File: config.mk
export PLATFORM = sky130hd
export DESIGN_NAME = stc_counter_unit
export DESIGN_NICKNAME = d
export VERILOG_FILES = /design/src/shared/stc_pkg.sv /design/src/logic/stc_counter_unit.sv
export SDC_FILE = /design/constraint.sdc
export NUM_CORES = 1
export LEC_CHECK = 0
export ABC_AREA = 1
export BUFFER_PORTS_ARGS = -buffer_cell sky130_fd_sc_hd__buf_4
export CAP_MARGIN = 20
export CORE_ASPECT_RATIO = 2
export CORE_MARGIN = 4
export CORE_UTILIZATION = 50
export DETAILED_ROUTE_END_ITERATION = 12
export PLACE_DENSITY = 0.71
export SLEW_MARGIN = 20
export SYNTH_ARGS = -nofsm -noshare
export SYNTH_HDL_FRONTEND = slang
export SYNTH_SLANG_ARGS = --single-unit
File: constraint.sdc
create_clock -name CLK_I -period 3.97 [get_ports CLK_I]
set_input_delay 0 -clock CLK_I [delete_from_list [all_inputs] [get_ports CLK_I]]
set_output_delay 0 -clock CLK_I [all_outputs]
set_load 0.02 [all_outputs]
File: src/shared/stc_pkg.sv
// Constants, types and register map of the 16-bit timer counter unit.
// Assumes one system clock; the processor reaches it over AHB-Lite.
//
// Operation
// - Sixteen-bit counter counts up or down under an internal direction select.
// - A count step changes the counter by exactly one in the selected direction.
// - A clear forces every counter bit to zero.
// - Top indication at the current maximum, bottom indication at zero.
// - Counter is seen as two 8-bit locations, high byte and low byte.
// - High-byte accesses reach a shared temporary byte, not the counter.
// - Reading the low byte copies the counter high byte into the temporary byte.
// - Writing the low byte loads the high byte from the temporary byte at once.
// - Counter is cleared, incremented or decremented only on timer ticks.
// - A three-bit tick source select picks internal or external ticks.
// - Tick source select of zero stops the counter.
// - Software may read and write the counter whether ticks run or not.
// - A software counter write beats a clear or count in the same cycle.
// - A four-bit waveform mode, split over two control registers, picks the sequence.
// - A new compare output mode acts from the next compare match only.
// - In non-PWM modes the force strobe applies the compare action at once.
// - Normal mode counts up without clearing, wrapping from 0xFFFF to zero.
// - Normal mode sets the overflow flag on the tick the counter becomes zero.
// - Clear-on-compare mode clears at compare value A (mode 4) or capture (12).

package stc_pkg;

    // ----------------------------------------------------------------
    // Register byte offsets
    // ----------------------------------------------------------------
    localparam logic [7:0] OFS_CTRL_A = 8'h00;
    localparam logic [7:0] OFS_CTRL_B = 8'h04;
    localparam logic [7:0] OFS_FORCE = 8'h08;
    localparam logic [7:0] OFS_CNT_LOW = 8'h0C;
    localparam logic [7:0] OFS_CNT_HIGH = 8'h10;
    localparam logic [7:0] OFS_CMP_A = 8'h14;
    localparam logic [7:0] OFS_CMP_B = 8'h18;
    localparam logic [7:0] OFS_CAPTURE = 8'h1C;
    localparam logic [7:0] OFS_FLAGS = 8'h20;

    // ----------------------------------------------------------------
    // Field positions
    // ----------------------------------------------------------------
    localparam int unsigned CA_WGM_LO = 0;
    localparam int unsigned CA_COM_B = 4;
    localparam int unsigned CA_COM_A = 6;
    localparam int unsigned CB_CS = 0;
    localparam int unsigned CB_WGM_HI = 3;
    localparam int unsigned FRC_B = 6;
    localparam int unsigned FRC_A = 7;
    localparam int unsigned FLG_OVF = 0;
    localparam int unsigned FLG_MATCH_A = 1;
    localparam int unsigned FLG_MATCH_B = 2;

    // ----------------------------------------------------------------
    // Values
    // ----------------------------------------------------------------
    localparam logic [15:0] CNT_MAX = 16'hFFFF;
    localparam logic [15:0] TOP_8BIT = 16'h00FF;
    localparam logic [15:0] TOP_9BIT = 16'h01FF;
    localparam logic [15:0] TOP_10BIT = 16'h03FF;
    localparam logic [3:0] WGM_NORMAL = 4'h0;
    localparam logic [3:0] WGM_CTC_CMP = 4'h4;
    localparam logic [3:0] WGM_CTC_CAP = 4'hC;
    localparam logic [2:0] CS_STOP = 3'h0;
    localparam logic [2:0] CS_DIV1 = 3'h1;
    // Prescaler masks for divide by 8, 64, 256 and 1024
    localparam logic [9:0] PRE_MASK_8 = 10'h007;
    localparam logic [9:0] PRE_MASK_64 = 10'h03F;
    localparam logic [9:0] PRE_MASK_256 = 10'h0FF;
    localparam logic [9:0] PRE_MASK_1024 = 10'h3FF;

    typedef struct packed {
        logic [3:0] wgm;
        logic [2:0] cs;
        logic [1:0][1:0] com;
    } stc_cfg_s;

    typedef enum logic [3:0] {
        BUS_IDLE = 4'b0001,
        BUS_WRITE = 4'b0010,
        BUS_RDWAIT = 4'b0100,
        BUS_RDDONE = 4'b1000
    } stc_bus_e;

endpackage

File: src/logic/stc_counter_unit.sv
// Counter unit of the 16-bit timer with its AHB-Lite register slave.
// Assumes the bus clock is CLK_I and that the external tick pin is asynchronous.
`timescale 1ns/10ps

module stc_counter_unit
    import stc_pkg::*;
(
    input wire logic CLK_I, // System clock, 10 MHz
    input wire logic RSTN_I, // Synchronous reset, active low
    input wire logic HSEL_I, // Slave select
    input wire logic [31:0] HADDR_I, // Byte address
    input wire logic [1:0] HTRANS_I, // Transfer type
    input wire logic HWRITE_I, // Write when high
    input wire logic [2:0] HSIZE_I, // Transfer size, word only
    input wire logic [31:0] HWDATA_I, // Write data
    input wire logic HREADY_I, // Bus ready
    output logic [31:0] HRDATA_O, // Read data
    output logic HREADYOUT_O, // Slave ready
    output logic HRESP_O, // Always OKAY
    input wire logic EXT_TICK_I, // External tick pin
    output logic [1:0] COMPARE_OUTPUT_PIN_O, // Compare outputs, bit 0 is A
    output logic OVERFLOW_FLAG_O, // Overflow flag
    output logic COUNT_AT_TOP_O, // Counter equals current top
    output logic COUNT_AT_BOTTOM_O, // Counter equals zero
    output logic COUNT_DOWN_O // Direction select, high counts down
);

    // ----------------------------------------------------------------
    // Functions
    // ----------------------------------------------------------------
    function automatic logic [15:0] top_of(input logic [3:0] m, input logic [15:0] a,
                                           input logic [15:0] c);
        unique case (m)
            4'h1, 4'h5: top_of = TOP_8BIT;
            4'h2, 4'h6: top_of = TOP_9BIT;
            4'h3, 4'h7: top_of = TOP_10BIT;
            4'h4, 4'h9, 4'hB, 4'hF: top_of = a;
            4'h8, 4'hA, 4'hC, 4'hE: top_of = c;
            default: top_of = CNT_MAX;
        endcase
    endfunction

    function automatic logic pin_act(input logic [1:0] com, input logic pin);
        unique case (com)
            2'h1: pin_act = !pin;
            2'h2: pin_act = 1'b0;
            2'h3: pin_act = 1'b1;
            default: pin_act = pin;
        endcase
    endfunction

    function automatic logic pre_hit(input logic [9:0] cnt, input logic [9:0] mask);
        pre_hit = (cnt & mask) == mask;
    endfunction

    // ----------------------------------------------------------------
    // Bus slave
    // ----------------------------------------------------------------
    stc_bus_e bus_reg, bus_next;
    logic [7:0] addr_reg, addr_next;
    logic [31:0] rdata_reg, rdata_next;
    logic accept, wr_en, rd_cap, cnt_wr;

    assign accept = HSEL_I && HTRANS_I[1] && HREADY_I;
    assign wr_en = bus_reg == BUS_WRITE;
    assign rd_cap = bus_reg == BUS_RDWAIT;
    assign cnt_wr = wr_en && addr_reg == OFS_CNT_LOW;
    assign HREADYOUT_O = bus_reg != BUS_RDWAIT;
    assign HRESP_O = 1'b0;
    assign HRDATA_O = rdata_reg;

    always_comb begin
        bus_next = BUS_IDLE;
        addr_next = addr_reg;
        if (accept) begin
            bus_next = HWRITE_I ? BUS_WRITE : BUS_RDWAIT;
            addr_next = HADDR_I[7:0];
        end else if (bus_reg == BUS_RDWAIT) begin
            bus_next = BUS_RDDONE;
        end
    end

    // ----------------------------------------------------------------
    // Tick source
    // ----------------------------------------------------------------
    stc_cfg_s cfg_reg, cfg_next;
    logic [9:0] pre_reg, pre_next;
    logic ext_s1_reg, ext_s2_reg, ext_s3_reg;
    logic tick;

    always_comb begin
        pre_next = (cfg_reg.cs == CS_STOP) ? 10'h000 : pre_reg + 10'h001;
        unique case (cfg_reg.cs)
            CS_DIV1: tick = 1'b1;
            3'h2: tick = pre_hit(pre_reg, PRE_MASK_8);
            3'h3: tick = pre_hit(pre_reg, PRE_MASK_64);
            3'h4: tick = pre_hit(pre_reg, PRE_MASK_256);
            3'h5: tick = pre_hit(pre_reg, PRE_MASK_1024);
            3'h6: tick = !ext_s2_reg && ext_s3_reg;
            3'h7: tick = ext_s2_reg && !ext_s3_reg;
            default: tick = 1'b0;
        endcase
    end

    // ----------------------------------------------------------------
    // Counter
    // ----------------------------------------------------------------
    logic [15:0] cnt_reg, cnt_next;
    logic [7:0] temp_reg, temp_next;
    logic down_reg, down_next;
    logic [1:0][15:0] cmp_reg, cmp_next;
    logic [15:0] cap_reg, cap_next;
    logic [15:0] top;
    logic dual, fast, pwm, at_top, at_bottom, ovf_evt;
    logic [15:0] wr_value;
    logic [7:0] cnt_hi;

    assign top = top_of(cfg_reg.wgm, cmp_reg[0], cap_reg);
    assign dual = cfg_reg.wgm inside {4'h1, 4'h2, 4'h3, 4'h8, 4'h9, 4'hA, 4'hB};
    assign fast = cfg_reg.wgm inside {4'h5, 4'h6, 4'h7, 4'hE, 4'hF};
    assign pwm = dual || fast;
    assign at_top = cnt_reg == top;
    assign at_bottom = cnt_reg == 16'h0000;
    assign wr_value = {temp_reg, HWDATA_I[7:0]};
    assign cnt_hi = cnt_reg[15:8];

    always_comb begin
        cnt_next = cnt_reg;
        down_next = down_reg;
        ovf_evt = 1'b0;
        if (cnt_wr) begin
            cnt_next = wr_value;
        end else if (tick) begin
            if (dual) begin
                if (!down_reg && cnt_reg >= top) begin
                    down_next = 1'b1;
                    cnt_next = cnt_reg - 16'h0001;
                end else if (down_reg && at_bottom) begin
                    down_next = 1'b0;
                    cnt_next = cnt_reg + 16'h0001;
                end else begin
                    cnt_next = down_reg ? cnt_reg - 16'h0001 : cnt_reg + 16'h0001;
                end
                ovf_evt = down_reg && at_bottom;
            end else begin
                down_next = 1'b0;
                // Wraps from MAX to zero in normal mode
                cnt_next = at_top ? 16'h0000 : cnt_reg + 16'h0001;
                ovf_evt = fast ? at_top : cnt_reg == CNT_MAX;
            end
        end
    end

    // ----------------------------------------------------------------
    // Registers written and read by software
    // ----------------------------------------------------------------
    logic [2:0] flg_reg, flg_next;
    logic [1:0] force_req, match;

    always_comb begin
        cfg_next = cfg_reg;
        temp_next = temp_reg;
        cmp_next = cmp_reg;
        cap_next = cap_reg;
        force_req = 2'b00;
        rdata_next = rdata_reg;
        if (wr_en) begin
            unique case (addr_reg)
                OFS_CTRL_A: begin
                    cfg_next.wgm[1:0] = HWDATA_I[CA_WGM_LO +: 2];
                    cfg_next.com[1] = HWDATA_I[CA_COM_B +: 2];
                    cfg_next.com[0] = HWDATA_I[CA_COM_A +: 2];
                end
                OFS_CTRL_B: begin
                    cfg_next.cs = HWDATA_I[CB_CS +: 3];
                    cfg_next.wgm[3:2] = HWDATA_I[CB_WGM_HI +: 2];
                end
                OFS_FORCE: force_req = {HWDATA_I[FRC_B], HWDATA_I[FRC_A]};
                OFS_CNT_HIGH: temp_next = HWDATA_I[7:0];
                OFS_CMP_A: cmp_next[0] = HWDATA_I[15:0];
                OFS_CMP_B: cmp_next[1] = HWDATA_I[15:0];
                OFS_CAPTURE: cap_next = HWDATA_I[15:0];
                default: ;
            endcase
        end
        if (rd_cap) begin
            rdata_next = 32'h0000_0000;
            unique case (addr_reg)
                OFS_CTRL_A: rdata_next[7:0] = {cfg_reg.com[0], cfg_reg.com[1], 2'b00,
                                               cfg_reg.wgm[1:0]};
                OFS_CTRL_B: rdata_next[4:0] = {cfg_reg.wgm[3:2], cfg_reg.cs};
                OFS_CNT_LOW: begin
                    rdata_next[7:0] = cnt_reg[7:0];
                    temp_next = cnt_hi;
                end
                OFS_CNT_HIGH: rdata_next[7:0] = temp_reg;
                OFS_CMP_A: rdata_next[15:0] = cmp_reg[0];
                OFS_CMP_B: rdata_next[15:0] = cmp_reg[1];
                OFS_CAPTURE: rdata_next[15:0] = cap_reg;
                OFS_FLAGS: rdata_next[2:0] = flg_reg;
                default: ;
            endcase
        end
    end

    // ----------------------------------------------------------------
    // Flags and compare outputs
    // ----------------------------------------------------------------
    logic [1:0] pin_reg, pin_next;
    logic [1:0][1:0] com_act_reg, com_act_next;
    logic pin_a;

    assign pin_a = pin_reg[0];

    always_comb begin
        flg_next = flg_reg;
        pin_next = pin_reg;
        com_act_next = com_act_reg;
        if (wr_en && addr_reg == OFS_FLAGS) begin
            flg_next = flg_reg & ~HWDATA_I[2:0];
        end
        for (int i = 0; i < 2; i++) begin
            match[i] = tick && cnt_reg == cmp_reg[i];
            if ((force_req[i] && !pwm) || match[i]) begin
                com_act_next[i] = cfg_reg.com[i];
            end
            if (force_req[i] && !pwm) begin
                pin_next[i] = pin_act(cfg_reg.com[i], pin_reg[i]);
            end else if (match[i]) begin
                if (!pwm) begin
                    pin_next[i] = pin_act(cfg_reg.com[i], pin_reg[i]);
                end else if (cfg_reg.com[i][1]) begin
                    pin_next[i] = cfg_reg.com[i][0] ^ (dual && down_reg);
                end
            end else if (fast && tick && at_top && com_act_reg[i][1]) begin
                pin_next[i] = !com_act_reg[i][0];
            end
        end
        // Hardware set wins over a software clear
        flg_next[FLG_OVF] = flg_next[FLG_OVF] | ovf_evt;
        flg_next[FLG_MATCH_A] = flg_next[FLG_MATCH_A] | match[0];
        flg_next[FLG_MATCH_B] = flg_next[FLG_MATCH_B] | match[1];
    end

    assign COMPARE_OUTPUT_PIN_O = pin_reg;
    assign OVERFLOW_FLAG_O = flg_reg[FLG_OVF];
    assign COUNT_AT_TOP_O = at_top;
    assign COUNT_AT_BOTTOM_O = at_bottom;
    assign COUNT_DOWN_O = down_reg;

    // ----------------------------------------------------------------
    // State registers
    // ----------------------------------------------------------------
    always_ff @(posedge CLK_I) begin
        ext_s1_reg <= EXT_TICK_I;
        ext_s2_reg <= ext_s1_reg;
        if (!RSTN_I) begin
            bus_reg <= BUS_IDLE;
            addr_reg <= 8'h00;
            rdata_reg <= 32'h0000_0000;
            cfg_reg <= '0;
            pre_reg <= 10'h000;
            ext_s3_reg <= 1'b0;
            cnt_reg <= 16'h0000;
            temp_reg <= 8'h00;
            down_reg <= 1'b0;
            cmp_reg <= '0;
            cap_reg <= 16'h0000;
            flg_reg <= 3'h0;
            pin_reg <= 2'b00;
            com_act_reg <= '0;
        end else begin
            bus_reg <= bus_next;
            addr_reg <= addr_next;
            rdata_reg <= rdata_next;
            cfg_reg <= cfg_next;
            pre_reg <= pre_next;
            ext_s3_reg <= ext_s2_reg;
            cnt_reg <= cnt_next;
            temp_reg <= temp_next;
            down_reg <= down_next;
            cmp_reg <= cmp_next;
            cap_reg <= cap_next;
            flg_reg <= flg_next;
            pin_reg <= pin_next;
            com_act_reg <= com_act_next;
        end
    end
endmodule // stc_counter_unit

---- Word level (Yosys, flattened, before mapping) ----
Index checks and enable logic that the tools add are counted.
word-level totals
  register bits after elaboration ......... 134
  input bits .............................. 75
  output and inout port bits .............. 40
  word-level logic and storage cells ...... 177
cells by class
  add/subtract/negate cells ............... 3
  $lt $le $gt $ge ......................... 1
  eq/ne operators ......................... 49
  muxes and demuxes ....................... 42
  bitwise operators ....................... 9
  reductions and logical operators ........ 50
operators with widths
  cell                                                  number
  2-to-1 mux 16 bit                                     7
  case mux 16 bit (5 select lines)                      1
  equality test 16 bit                                  3
  equality test 8 x 5 -> 1 bit (second input constant)  4
  2-to-1 mux 8 bit                                      4
  equality test 4 bit (second input constant)           7
  case mux 3 bit (8 select lines)                       1
  case mux 8 bit (3 select lines)                       1
  equality test 4 x 3 -> 1 bit (second input constant)  5
  case mux 3 bit (6 select lines)                       1
  logical AND 1 bit                                     17
  2-to-1 mux 1 bit                                      17
  adder 16 x 1 -> 16 bit (second input constant)        1
  equality test 16 bit (second input constant)          1
  equality test 8 x 4 -> 1 bit (second input constant)  2
  greater-or-equal comparator 16 bit                    1
  logical NOT 16 bit                                    1
  subtractor 16 x 1 -> 16 bit (second input constant)   1
  equality test 3 bit (second input constant)           5
  case mux 2 bit (7 select lines)                       1
  AND reduction 2 bit                                   7
  equality test 4 x 2 -> 1 bit (second input constant)  3
  != test 4 x 3 -> 1 bit (second input constant)        3
  adder 10 x 1 -> 10 bit (second input constant)        1
  32 further kinds                                      59

---- Logic depth before layout (Yosys ltp) ----
  depth in word-level cells ............... 9
  mapped depth ............................ 23
  mapped depth without buffers ............ 23

---- Worst setup path after synthesis ----
Ideal clock, no wire load.
  path type ............................... reg-to-reg
  start point ............................. reg cfg_reg[9] in the netlist's numbering
  end point ............................... reg cnt_reg[12]
  library setup time ...................... 109 ps
  arrival ................................. 2720 ps
  required time ........................... 3861 ps
  path slack .............................. 1142 ps
  stages on the path, launching flop included .. 22
  buffers on the path ..................... 0
  clock period less this slack ............ 2828 ps
  cell sequence ........................... dfxtp_1 -> inv_1 -> o211ai_1 -> nand2_1 -> inv_1 -> nand2_1 -> a21oi_1 -> a221oi_1 -> ha_1 -> nand2_1 -> nor2_1 -> nand2_1 -> o21ai_0 -> nor2_1 -> nand2_1 -> nand2_1 -> nand2_1 -> nand2_1 -> o21ai_1 -> nand3_1 -> nand2_1 -> inv_1
between the ends
  longest elaborated chain between the ends .. 9
  elaborated cells on any way between the ends .. 29
  those cells by class .................... order compare (1); eq/ne (15); mux (6); reduce/logical (7)
ends and longest elaborated chain
  element                                                          RTL line                                         source
  from (decl)                                                      stc_counter_unit.sv:86                           stc_cfg_s cfg_reg, cfg_next;
  from (signal assigned)                                           stc_counter_unit.sv:276                          cfg_reg <= cfg_next;
  equality test 4 bit, or another cell as far along                stc_counter_unit.sv:33, stc_counter_unit.sv:119
  OR reduction 4 bit / OR reduction 2 bit (equally long branches)  stc_counter_unit.sv:33                           unique case (m)
  case mux 16 bit (5 select lines)                                 stc_counter_unit.sv:33
  greater-or-equal comparator 16 bit                               stc_counter_unit.sv:135                          if (!down_reg && cnt_reg >= top) begin
  logical AND 1 bit                                                stc_counter_unit.sv:135
  2-to-1 mux 16 bit                                                stc_counter_unit.sv:135
  2-to-1 mux 16 bit *                                              stc_counter_unit.sv:134                          if (dual) begin
  2-to-1 mux 16 bit *                                              stc_counter_unit.sv:133                          end else if (tick) begin
  2-to-1 mux 16 bit *                                              stc_counter_unit.sv:131                          if (cnt_wr) begin
  to (signal assigned)                                             stc_counter_unit.sv:279                          cnt_reg <= cnt_next;
  to (decl)                                                        stc_counter_unit.sv:108                          logic [15:0] cnt_reg, cnt_next;
Mark *: on every way between the ends. The rest lies on a longest branch, timed or not. The select of a mux whose other input is x is not followed.
A chain may end at the register's enable or synchronous reset.

---- Worst setup path after layout ----
  start point ............................. reg cfg_reg[9] in the netlist's numbering
  end point ............................... reg cnt_reg[9]
Same word-level chain as after synthesis.

==> summary.txt <==
Status
  – Status: finished clean

Logic synthesis
  – Ys async rst share: 0%
  – Compound-cell area share of the yosys netlist: 21.51%
  – Synth cell types: between 40 and 50
  – Cells after Synth: 1164
  – Warnings, synthesis: 0
  – Number of synthesized register bits: 134
  – Mux contribution to synthesized area: 0%
  – Post-Synth XOR/XNOR Area: 3.215%
  – Top FF cell, synth: dfxtp_1
  – Synthesized area per cell: 6.787 sq um
  – Synthesized area: 7900 sq um
  – Synth Area in Adders: 3.326%
  – Post-synth EDFFs: 0
  – Sequential-to-total area share from yosys stat: 33.96%
  – Largest family of logic cells by synthesized area: simple AND/OR/NAND/NOR gates
  – Post-Synth Simple-Gate Area: 26.39%

Global routing
  – Number of global-route vias before repair: ~8.0k
  – First-pass GRT wire length: 41260 um
  – Total track usage: 29.24%
  – Gr ovfl total: 0
  – Initial antenna violation count: 0
  – Largest net degree at the start of global routing: 90

Die
  – Die W: 96.88 um
  – # IOs: about 120
  – Die H: 185.8 um
  – Initial core utilization: 51.38%
  – Rows: 64
  – Die footprint: 18000 sq um
  – Core area: 15370 sq um

Clock tree
  – Later-pin clock latency in the skew report: between 0.4 and 0.5 ns
  – Clk root buf: clkbuf_16
  – Post-CTS setup buffer count: 0
  – Clock-pin slew on the worst setup and hold paths: ~0.060 ns
  – Clock Sinks: 134
  – CTS tree: built
  – Num CTS Buffers: 17
  – Clock Path Buffers: 2
  – # H-tree levels: 4

Power
  – Pleak: 3.873 nW
  – VDD IR max: 0.0003433 V
  – Pwr per Cell Area: 338.8 nW/um^2

Critical path
  – Critical path arrival: 3.95 ns
  – CP peak stage delay: 0.61 ns
  – Critical path endpoint category: flip-flop
  – WP buf/inv: 2
  – Worst path most repeated cell: nand2_1
  – Worst Path Required: 4.33 ns
  – CP Class: flip-flop to flip-flop
  – Maximum fanout along the worst path: 9
  – CP Launch Type: flip-flop
  – Gate family responsible for the most delay along the worst path: simple AND/OR/NAND/NOR gates
  – Slowest stage cell, crit path: a21oi_1
  – Crit path cell chain: inv_1 -> o211ai_1 -> nand2_1 -> inv_1 -> nand2_1 -> a21oi_1 -> a221oi_1 -> ha_1 -> nand2_1 -> nor2_1 -> nand2_1 -> o21ai_0 -> nor2_1 -> nand2_1 -> nand3_2 -> nand2_2 -> nand2_1 -> nand2_1 -> nand2_1 -> a21oi_1

Placement
  – Pre-CTS setup slack: approximately 0.46 ns
  – Port buffer count: 53
  – Final Wtd Congestion: 0.9813
  – HPWL Detailed: 19650 um

Drt
  – DRC: 0
  – Total wire length: around 26000 um
  – Routed via count: 8233
  – Final ANT Viol Nets: 0
  – Wire length per cell: roughly 18 um
  – First-pass iteration count of the detailed router: 5
  – Initial drt markers: 710
  – Vias per cell: 5.705

Cells and area
  – Layout cells sized above 1: about an eighth
  – N_diodes: 0
  – Area Growth Syn to Fin: 16.95%
  – Net count, final: 1328
  – Max reg flops: 32

STA
  – Sum Neg Setup Slack: 0 ns
  – Min cycle time layout: 3.592 ns
  – Slew Limit Fails: 0
  – Worst Skew: 0.007172 ns
  – Slew headroom: 28.92%
  – Max frequency: 278.4 MHz
  – Hold_ws: around 0.067 ns
  – Final setup margin: 0.3781 ns
  – Fin. Hold Viols: 0
  – Final setup fails: 0
  – RSZ-0062 raised after global routing: no
  – Worst-margin pin slew: 1.064 ns
  – Fin crit share: about nine tenths

Worst hold path
  – Class of the worst hold path: primary input to flip-flop

Run
  – Max-Cap Viols: 0
synth_stat cells (10+ instances only):
| library cell | count | share of area, % |
|---|---|---|
| a21oi_1 | 121 | 7.7 |
| buf_4 | 20 | 1.9 |
| a221oi_1 | 14 | 1.6 |
| o22ai_1 | 16 | 1.3 |
| o21ai_1 | 16 | 1.0 |
| nor3_1 | 10 | 0.63 |
| a211oi_1 | 10 | 0.95 |
| nand4_1 | 22 | 1.7 |
| nand3_1 | 53 | 3.4 |
| dfxtp_1 | 134 | 34 |
| o211ai_1 | 11 | 1.0 |
| inv_1 | 136 | 6.5 |
| inv_2 | 16 | 0.76 |
| xor2_1 | 24 | 2.7 |
| o21ai_0 | 93 | 5.9 |
| clkbuf_1 | 26 | 1.2 |
| nor2_1 | 80 | 3.8 |
| ha_1 | 21 | 3.3 |
| nand2_1 | 262 | 12 |
cells in the final DEF (no fill, tap or decap), drive strengths merged, types with 3 or more instances in the layout:
master       synthesis  final
nand2              273    273
nor2                89     89
dlygate4sd3          0     26
o221ai               5      5
a31oi                6      6
inv                153    153
xnor2                5      5
clkinv               4      9
ha                  21     21
nor3                14     14
clkinvlp             0      4
nand3               58     58
buf                 30     64
a211oi              10     10
o211ai              11     11
nor4                 3      3
dfxtp              134    134
clkbuf              27     20
a21oi              123    123
o22ai               16     16
bufinv               0      3
xor2                24     24
a221oi              14     14
nand4               22     22
o21ai              109    109
conb                 1     17
report_power, final:
group | leakage [nW] | switching [W] | internal [W]
combinational | 2.50 | 0.0000898 | 0.0000511
sequential | 1.08 | 0.00000315 | 0.00135
clock | 0.288 | 0.000618 | 0.00102
per-layer routing:
layer / global-route usage [%] / wire length (um)
met3: 4.951 / 1394
met4: 22.55 / 2204
met5: 0 / 0
met1: 29.44 / 9298
met2: 53.18 / 13260
final cells by class:
type,instances,area (sq um)
clock inverter,12,152.6
fill,1504,6136
tap,198,247.7
timing repair buffer,90,740.7
inverter,157,591.8
clock buffer,20,456.7
multi-input combinational,832,4367
sequential,134,2683
per-stage QoR:
step	utilization, %	cell area (sq um)	cells	power, W
final	60.09	9239	1443	0.003130
after global routing	60.09	9239	1443	0.003211
after CTS	60.07	9236	1443	0.003134
after detailed placement	54.42	8367	1385	0.001500
after global placement	54.42	8367	1385	0.001499
after floorplan	-	7960	1180	0.001460
worst paths after layout:
check,startpoint,to,slack [ns],cells past startpoint
max,cfg_reg[9]$_SDFFE_PN0P_,cnt_reg[9]$_SDFFE_PN0P_,0.38,20
min,HTRANS_I[1],bus_reg[3]$_SDFF_PP0_,0.07,4
max reg2reg,cfg_reg[9]$_SDFFE_PN0P_,cnt_reg[9]$_SDFFE_PN0P_,0.38,20
min reg2reg,ext_s1_reg$_DFF_P_,ext_s2_reg$_DFF_P_,0.33,0
kinds of logic after synthesis:
group / count (synthesis)
compound gates: 300
fa+ha+maj: 21
other cells: 1
simple gates: 465
xor+xnor: 29
buf+inv: 214
flops: 134
worst min-delay path: stages:
cell and delay [ns]:
buf_4 0.08, nand3_1 0.08, nand2_1 0.21, nor2_1 0.07
repair_timing:
| action | 4_1_cts | 5_1_grt |
|---|---|---|
| hold endpoints to repair | 82 | 0 |
| hold buffers | 26 | 0 |
| gates resized for setup | 0 | 0 |
(Power assumes the default switching activity.)
